<file path="config.mk">
export PLATFORM = sky130hd
export DESIGN_NAME = rtchw_counter
export DESIGN_NICKNAME = d
export VERILOG_FILES = /design/src/rtl/rtchw_counter.v
export VERILOG_INCLUDE_DIRS = /design/src /design/src/rtl
export SDC_FILE = /design/constraint.sdc
export NUM_CORES = 1
export LEC_CHECK = 0
export ABC_AREA = 1
export BUFFER_PORTS_ARGS = -buffer_cell sky130_fd_sc_hd__buf_2
export CAP_MARGIN = 30
export CORE_MARGIN = 2
export CORE_UTILIZATION = 40
export DETAILED_ROUTE_END_ITERATION = 7
export HOLD_SLACK_MARGIN = 0.05
export SETUP_SLACK_MARGIN = 0.15
export SYNTH_ARGS = -nofsm -noshare
export SYNTH_HDL_FRONTEND = slang
export SYNTH_SLANG_ARGS = --single-unit
</file>
<file path="constraint.sdc">
create_clock -name core_clk -period 2 [get_ports core_clk]
set_clock_uncertainty 0.1 [all_clocks]
set_input_delay 0.1 -clock core_clk [delete_from_list [all_inputs] [get_ports core_clk]]
set_output_delay 0.1 -clock core_clk [all_outputs]
set_load 0.02 [all_outputs]
</file>
<file path="src/rtl/rtchw_map.vh">
// Register map, field positions and reset values of the hour and weekday stage.
// Assumes inclusion by its bare name from the design file.
`ifndef RTCHW_MAP_VH
`define RTCHW_MAP_VH

// ********************************************************
// Register offsets
// ********************************************************
`define RTCHW_ADDR_HOUR      2'h0
`define RTCHW_ADDR_WEEKDAY   2'h1
`define RTCHW_ADDR_CTRL      2'h2

// ********************************************************
// Field positions
// ********************************************************
`define RTCHW_BIT_BUSY       7
`define RTCHW_BIT_FMT24      6
`define RTCHW_BIT_PM         5
`define RTCHW_HR_TENS_HI     5
`define RTCHW_HR_TENS_LO     4
`define RTCHW_HR_UNITS_HI    3
`define RTCHW_WK_HI          2

// ********************************************************
// Values and reset values
// ********************************************************
`define RTCHW_UNITS_MAX      4'h9
`define RTCHW_HOUR_MAX_12    6'h11
`define RTCHW_HOUR_MAX_24    6'h23
`define RTCHW_WK_SATURDAY    3'h6
`define RTCHW_WK_SUNDAY      3'h0
`define RTCHW_HOUR_RESET     6'h00
`define RTCHW_WK_RESET       3'h0
`define RTCHW_RD_UNMAPPED    8'h00

`endif

</file>
<file path="src/rtl/rtchw_counter.v">
// Hour and day-of-week counting stages of a calendar clock.
// Assumes a one-cycle hourly carry from the minute stage and a busy level
// from the seconds/minute logic, all synchronous to core_clk.
// How it works
// Hour advances in BCD on minute carry
// Range 00-11 or 00-23 by format
// Bit 7 of both registers shows busy
// Software trusts values read while busy 0
// Hour bit 6 always reads zero
// Hour bits 5:4 tens digit, 0-2
// Hour bits 3:0 units 0-9, writable
// Weekday advances on daily hour carry
// Weekday bits 2:0, range 0-6, read/write
// Binary code, Sunday zero; 111 never written
// Weekday bits 6:3 always read zero
// Format 0 twelve-hour, 1 twenty-four-hour
// Afternoon flag 0 morning, 1 afternoon
// Wrap to 00; PM toggles; day carry
// Weekday wraps Saturday to Sunday
`timescale 1ns/1ps
`include "rtchw_map.vh"
`default_nettype none

module rtchw_counter #(
  parameter ADDR_W = 2
) (
  input  wire              core_clk,
  input  wire              rst,
  input  wire              minute_carry,
  input  wire              update_busy,
  input  wire [ADDR_W-1:0] reg_addr,
  input  wire [7:0]        reg_wdata,
  input  wire              reg_wr,
  input  wire              reg_rd,
  output reg  [7:0]        reg_rdata,
  output wire              day_carry,
  output wire              week_carry,
  output wire              fmt24_out,
  output wire              afternoon_flag
);

  // ********************************************************
  // BCD helper
  // ********************************************************
  function [5:0] rtchw_bcd_inc;
    input [5:0] v;
    begin
      if (v[`RTCHW_HR_UNITS_HI:0] == `RTCHW_UNITS_MAX) begin
        rtchw_bcd_inc = {v[`RTCHW_HR_TENS_HI:`RTCHW_HR_TENS_LO] + 2'h1, 4'h0};
      end else begin
        rtchw_bcd_inc = {v[`RTCHW_HR_TENS_HI:`RTCHW_HR_TENS_LO],
                         v[`RTCHW_HR_UNITS_HI:0] + 4'h1};
      end
    end
  endfunction

  // ********************************************************
  // State
  // ********************************************************
  reg  [5:0] hour_reg;
  reg  [5:0] hour_next;
  reg  [2:0] weekday_reg;
  reg  [2:0] weekday_next;
  reg        fmt24_reg;
  reg        pm_reg;
  reg        pm_next;
  reg        day_carry_c;
  wire [5:0] hour_max;
  wire       wr_hour;
  wire       wr_wk;
  wire       wr_ctrl;

  assign hour_max = fmt24_reg ? `RTCHW_HOUR_MAX_24 : `RTCHW_HOUR_MAX_12;
  assign wr_hour  = reg_wr && (reg_addr == `RTCHW_ADDR_HOUR);
  assign wr_wk    = reg_wr && (reg_addr == `RTCHW_ADDR_WEEKDAY);
  assign wr_ctrl  = reg_wr && (reg_addr == `RTCHW_ADDR_CTRL);

  // ********************************************************
  // Hour stage
  // ********************************************************
  always @* begin
    hour_next   = hour_reg;
    pm_next     = pm_reg;
    day_carry_c = 1'b0;
    if (minute_carry) begin
      if (hour_reg >= hour_max) begin
        hour_next = `RTCHW_HOUR_RESET;
        if (fmt24_reg) begin
          day_carry_c = 1'b1;
        end else begin
          pm_next     = ~pm_reg;
          day_carry_c = pm_reg;
        end
      end else begin
        hour_next = rtchw_bcd_inc(hour_reg);
      end
    end
    // Software write wins over a count in the same cycle
    if (wr_hour) begin
      hour_next = reg_wdata[`RTCHW_HR_TENS_HI:0];
    end
    if (wr_ctrl) begin
      pm_next = reg_wdata[`RTCHW_BIT_PM];
    end
  end

  // ********************************************************
  // Weekday stage
  // ********************************************************
  always @* begin
    weekday_next = weekday_reg;
    if (day_carry_c) begin
      if (weekday_reg >= `RTCHW_WK_SATURDAY) begin
        weekday_next = `RTCHW_WK_SUNDAY;
      end else begin
        weekday_next = weekday_reg + 3'h1;
      end
    end
    if (wr_wk) begin
      weekday_next = reg_wdata[`RTCHW_WK_HI:0];
    end
  end

  always @(posedge core_clk) begin
    if (rst) begin
      hour_reg    <= `RTCHW_HOUR_RESET;
      weekday_reg <= `RTCHW_WK_RESET;
      fmt24_reg   <= 1'b0;
      pm_reg      <= 1'b0;
    end else begin
      hour_reg    <= hour_next;
      weekday_reg <= weekday_next;
      pm_reg      <= pm_next;
      if (wr_ctrl) begin
        fmt24_reg <= reg_wdata[`RTCHW_BIT_FMT24];
      end
    end
  end

  assign day_carry      = day_carry_c;
  assign week_carry     = day_carry_c && (weekday_reg >= `RTCHW_WK_SATURDAY);
  assign fmt24_out      = fmt24_reg;
  assign afternoon_flag = pm_reg;

  // ********************************************************
  // Read port
  // ********************************************************
  // Busy is sampled at the read strobe so software sees the state it raced
  always @(posedge core_clk) begin
    if (rst) begin
      reg_rdata <= `RTCHW_RD_UNMAPPED;
    end else if (reg_rd) begin
      case (reg_addr)
        `RTCHW_ADDR_HOUR: begin
          reg_rdata <= {update_busy, 1'b0, hour_reg};
        end
        `RTCHW_ADDR_WEEKDAY: begin
          reg_rdata <= {update_busy, 4'h0, weekday_reg};
        end
        `RTCHW_ADDR_CTRL: begin
          reg_rdata <= {1'b0, fmt24_reg, pm_reg, 5'h00};
        end
        default: begin
          reg_rdata <= `RTCHW_RD_UNMAPPED;
        end
      endcase
    end else begin
      reg_rdata <= `RTCHW_RD_UNMAPPED;
    end
  end

endmodule // rtchw_counter

`default_nettype wire

</file>
==> flow_summary.ini, run 1 <==
[status]
outcome = completed

[sta]
post-route-min-period_ps = 1850
finalHoldViolations = 0
relSlewSlack_pct = 84.3
holdWs_ps = 77.7
setup_ws_ps = 150
drv_slew = 0
setup_viol = 0
post-route-period-util_pct = 92.5
tightest_slew_ps = 235
rsz0062_at_grt = yes
fin_setup_tns_ps = 0
clock.fmax_ghz = 0.541

[synth]
synth-adder-area-share_pct = 6.80
synthCells = 157
synthTopCellsByArea = dfxtp_1, nand2_1, inv_1
synth.distinct_cells = 22
ys_ff_latch = 19
netlist_area_sq_um = 1100
synth_mux_area_share_pct = 0
synthSimpleGateAreaFrac_pct = 34.9
yosys.area.top_type_share_pct = 34.4
avgSynthCellArea_sq_um = 7.04
synth_compound_area_share_pct = 11.8
synth-xor-area-share_pct = 1.59
yosys_warnings = 0
syn_nets = 179
seq_area_frac_synth_pct = 34.4
synth_top_area_cell = dfxtp_1
synth_top_family_by_area = simple AND/OR/NAND/NOR gates

[global_route]
use_met1_pct = 22.9
overflow = 0
grt_usage_pct = 19.2
grt_start_max_net_pins = 12
grt_pass1_wl_microns = 4910
met3_usage_pct = 3.92
antenna_found_initial = 0
grt_pass1_vias = 1177
use_met2_pct = 34.1
busiest_layer = met2

[floorplan]
ios = 28
dieArea_sq_um = 3200
num_rows = 19
core-area_sq_um = 2690
initial_core_util_pct = 41.1
die_h_microns = 56.6
dieWidth_microns = 56.6

[clock_network]
cts_tree = yes
htreeDepth = 1
insertion_delay_ps = 290
clk_path_buf_depth = 2
clkSlewWorstSetupHoldPaths_ps = 110
root_buffer = clkbuf_4
cts_buffers = 3
cts_sinks = 19

[routing]
drtPass1Iterations = 5
vias_per_cell = 5.03
remaining_drc_errors = 0
wl_microns = 2910
via_count = 1187
ant_nets = 0
drt-wirelength-per-cell_microns = 12.3
initialDrtViolationCount = 21

[setup_path]
required_ps = 1800
rr_startpoint = fmt24_out
path_max_fanout = 4
end_kind = primary output
arrival_ps = 1650
ff2ff_setup_slack_ps = 190
cp-start-kind = flop
worstReg2RegEnd = weekday_reg[0]
critPathLaunch = fmt24_out
reg2reg_depth = 12
worstSetupPathType = flop to primary output

[min_path]
min_to = hour_reg[0]
worst_hold_startpoint = reg_wdata[0]
min_path_type = input port to flop
hold_depth = 5

[layout]
nFillCells = 250
final_cell_mix = nand2_1, inv_1, buf_2
largest_register_ffs = 8
fin_cells = 236
final_nets = 228
layout_commonest_cell = nand2_1
area_growth_pct = 42.4
diodes = 0
drive_gt1_share_pct = 32.2
fin_util_pct = 58.5

[placed_design]
preCtsSetupSlack_ps = 160
portBuffers = 26
globalplace.congestion = 0.813
place_inst = 212
post-dp-hpwl_microns = 1930

[power]
irDropWorstVdd_uv = 308
p_leak_nw = 0.747
p_per_area_nw_per_um2 = 516

[run]
cap_violations = 0
==> critical path, cell delays in order, from the launching register on <==
cell,delay [ps]
dfxtp_4,370
buf_6,120
ha_4,260
nand2_4,50
nor2_4,90
nor2_4,50
nand2_2,90
nand3_4,100
nor2_4,100
buf_6,120
==> report_power, final <==
| part | switching, mW | internal (mW) | leakage [nW] |
|---|---|---|---|
| sequential | 0.0211 | 0.394 | 0.156 |
| clock | 0.117 | 0.0776 | 0.0150 |
| combinational | 0.115 | 0.0877 | 0.576 |
==> how the worst max path moves through the flow <==
stage | endpoint
floorplan | weekday_reg[0]
global placement | weekday_reg[1]
detailed placement | weekday_reg[2]
CTS | week_carry
global route | week_carry
finish | week_carry
==> layer usage <==
layer,part of all wire [%],vias to the layer above
met1,44,550
met4,1.3,0
met5,0,-
met2,51,28
met3,3.9,5
li1,-,604
==> area by class of cell <==
type	count	area [sq um]	share of cell area, %
Clock buffer	4	26.3	1.67
Inverter	26	100	6.36
Multi-Input combinational cell	110	697	44.3
Sequential cell	19	387	24.6
Tap cell	31	38.8	2.47
Timing Repair Buffer	46	324	20.6
==> through the flow <==
step	power, mW	cell area [sq um]
after floorplan	0.529	1110
after global placement	0.570	1260
after detailed placement	0.574	1260
after CTS	0.814	1520
after global routing	0.867	1570
final	0.812	1570
==> synthesized netlist by cell type <==
library cell  instances
clkbuf_1              1
a21oi_1              14
nand2_1              32
o22ai_1               3
nand4_1               4
nand3_1              15
nor3b_1               1
nand3_2               2
nand2_4               2
buf_8                 1
o21ai_0               7
dfxtp_1              19
xor2_1                2
nand2_2               2
ha_1                  6
nor2_1               10
nand3b_1              1
nor2_2                4
a31oi_1               1
nor2_4                2
nor3_1                2
inv_1                26
==> kinds of logic after synthesis <==
family | Yosys count
adders and majority gates | 6
DFF | 19
buffers and inverters | 28
xor gates and xnor gates | 2
and+or+nand+nor | 77
AOI/OAI and AO/OA | 25
==> what timing repair did <==
| item | CTS | global route |
|---|---|---|
| setup endpoints to repair | 5 | 7 |
| endpoints found under the hold margin | 19 | 4 |
| pin swaps | 8 | 3 |
| cloned | 0 | 0 |
| resized for setup | 16 | 11 |
| setup buffers | 8 | 1 |
| hold buffers | 10 | 1 |
Note: power is estimated with default switching activity, not from simulation.
==> run 2: changes to the inputs <==
--- a/config.mk
+++ b/config.mk
@@ -6,7 +6,6 @@
 export SDC_FILE = /design/constraint.sdc
 export NUM_CORES = 1
 export LEC_CHECK = 0
-export ABC_AREA = 1
 export BUFFER_PORTS_ARGS = -buffer_cell sky130_fd_sc_hd__buf_2
 export CAP_MARGIN = 30
 export CORE_MARGIN = 2
==> flow_summary.ini, run 2 <==
[global_route]
grt_pass1_vias = 899
overflow = 0
antenna_found_initial = 0
grt_usage_pct = 21.0
grt_pass1_wl_microns = 4360
grt_start_max_net_pins = 16

[status]
outcome = completed

[setup_path]
critPathLaunch = fmt24_out
worstReg2RegEnd = afternoon_flag
critical-path-max-stage-delay_ps = 380
arrival_ps = 1650
cp_cell_sequence = inv_4, ha_4, a211oi_4, a22o_4, nor3_2, buf_4
reg2reg_depth = 5
end_kind = primary output
worstSetupPathType = flop to primary output
required_ps = 1800
ff2ff_setup_slack_ps = 180
crit_path_top_delay_cell = dfxtp_4
cp-endpoint = week_carry
rr_startpoint = fmt24_out
path_max_fanout = 5
cp-start-kind = flop

[sta]
post-route-min-period_ps = 1850
fin_setup_tns_ps = 0
clock.fmax_ghz = 0.540
rsz0062_at_grt = yes
finalHoldViolations = 0
relSlewSlack_pct = 61.1
tightest_slew_ps = 581
drv_slew = 0
post-route-period-util_pct = 92.6
setup_viol = 0

[clock_network]
insertion_delay_ps = 300
clk_path_buf_depth = 2
clkSlewWorstSetupHoldPaths_ps = 100
htreeDepth = 1
cts_sinks = 19
cts_buffers = 3
root_buffer = clkbuf_4
cts_tree = yes

[power]
swShare_pct = 30.3
p_leak_nw = 0.597
p_comb_share_pct = 26.0
p_sw_mw = 0.253
p_int_mw = 0.583
seqPwrFrac_pct = 50.7
irDropWorstVdd_uv = 422
power_frac_clock_pct = 23.3
p_per_area_nw_per_um2 = 591

[synth]
avgSynthCellArea_sq_um = 8.94
seq_area_frac_synth_pct = 37.3
synthTopCellsByArea = dfxtp_1, ha_1, mux2i_1
ys.flop_type = dfxtp_1
yosys.area.top_type_share_pct = 37.3
synth_edf_count = 0
netlist_area_sq_um = 1020
synth.distinct_cells = 37
synth_most_common_cell = dfxtp_1
synth_common_cells = dfxtp_1, nor2_1, mux2i_1
async_flop_share_pct = 0
synthCells = 114
syn_nets = 136
yosys_warnings = 0
ys_ff_latch = 19
synth_top_area_cell = dfxtp_1

[layout]
area_growth_pct = 38.9
diodes = 0
largest_register_ffs = 8
fin_cells = 186
final_cell_mix = buf_2, dfxtp_1, nor2_1
nFillCells = 231
layout_commonest_cell = buf_2
drive_gt1_share_pct = 34.0
final_nets = 179

[placed_design]
post-dp-hpwl_microns = 1750
portBuffers = 26
globalplace.congestion = 0.733
place_inst = 168

[routing]
vias_per_cell = 5.44
via_count = 1011
drt-wirelength-per-cell_microns = 14.2
wl_microns = 2650
remaining_drc_errors = 0
initialDrtViolationCount = 27
drtPass1Iterations = 4
ant_nets = 0

[floorplan]
core-area_sq_um = 2450
die_h_microns = 54.5
num_rows = 18
ios = 28
initial_core_util_pct = 41.5
dieArea_sq_um = 2970
dieWidth_microns = 54.5

[run]
cap_violations = 0

[min_path]
min_path_type = input port to flop
run 2: cell count changes in the layout (fill, tap and decap cells not counted), sizes merged, moves of 3 or more:
cell    previous run  this run
a211oi             0         4
mux2i              0         7
a21oi             14         6
nand2             36         3
buf               35        32
nor3               2         7
inv               26         6
nand3             17         2
or3b               0         3
run 2: stage by stage:
step	hold slack [ps]	power (mW)	setup slack [ps]	utilization (%)	area [sq um]
2_1_floorplan	106	0.541	171	-	1030
3_3_place_gp	218	0.588	165	48.7	1200
3_5_place_dp	222	0.592	106	48.7	1200
4_1_cts	50.8	0.832	150	57.0	1400
5_1_grt	63.0	0.890	50.7	57.7	1420
6_report	60.9	0.837	148	57.7	1420
run 2: kinds of logic (layout without fill, tap and decap cells):
group | after synthesis | after routing | share of synthesized area (%)
AOI/OAI and AO/OA | 28 | 28 | 20.0
xor gates and xnor gates | 1 | 1 | 0.859
adders and majority gates | 6 | 6 | 7.36
buffers and inverters | 9 | 51 | 3.56
DFF | 19 | 19 | 37.3
muxes | 7 | 7 | 6.87
and+or+nand+nor | 44 | 44 | 24.1
run 2: critical path, delay by kind of cell, from the launching register on:
family	cells	cell delay [ps]
buf+inv	2	250
compound gates	2	470
fa+ha+maj	1	210
simple gates	1	40
flops	1	380
run 2: cell type report:
| type | count | area [sq um] | area share (%) |
|---|---|---|---|
| clock buffers | 4 | 26.3 | 1.86 |
| inverters | 6 | 25.0 | 1.77 |
| multi-input cells | 86 | 668 | 47.2 |
| flip-flops and latches | 19 | 385 | 27.2 |
| well taps | 30 | 37.5 | 2.65 |
| repair buffers | 41 | 274 | 19.3 |
run 2: worst min-delay path by stage:
stage | depth (start not counted) | slack (ps) | from | to
2_1_floorplan | 1 | 110 | rst | weekday_reg[2]
3_3_place_gp | 3 | 220 | update_busy | reg_rdata[7]
3_5_place_dp | 3 | 220 | update_busy | reg_rdata[7]
4_1_cts | 2 | 50 | rst | fmt24_out
5_1_grt | 2 | 60 | rst | fmt24_out
6_report | 2 | 60 | rst | fmt24_out
run 2: timing repair:
action                                  in CTS  in global routing
endpoints found under the setup margin       4                  9
buffers inserted                             4                  1
gates resized for setup                     10                  2
pin swaps                                    5                  2
cloned                                       0                  0
hold buffers                                 9                  0
hold endpoints to repair                    14                  0
run 2: per-layer routing:
metal / track usage, % / routed length (microns) / up-vias
li1: - / - / 508
met4: 10.0 / 34 / 0
met3: 3.55 / 105 / 4
met1: 28.1 / 1310 / 471
met2: 32.5 / 1200 / 28
met5: 0 / 0 / -
run 2: power by group through the flow:
stage               registers, mW  logic [mW]  clock network (mW)
floorplan                   0.429       0.112                   0
global placement            0.427       0.161                   0
detailed placement          0.427       0.165                   0
CTS                         0.422       0.207               0.203
global route                0.428       0.240               0.222
finish                      0.424       0.218               0.195
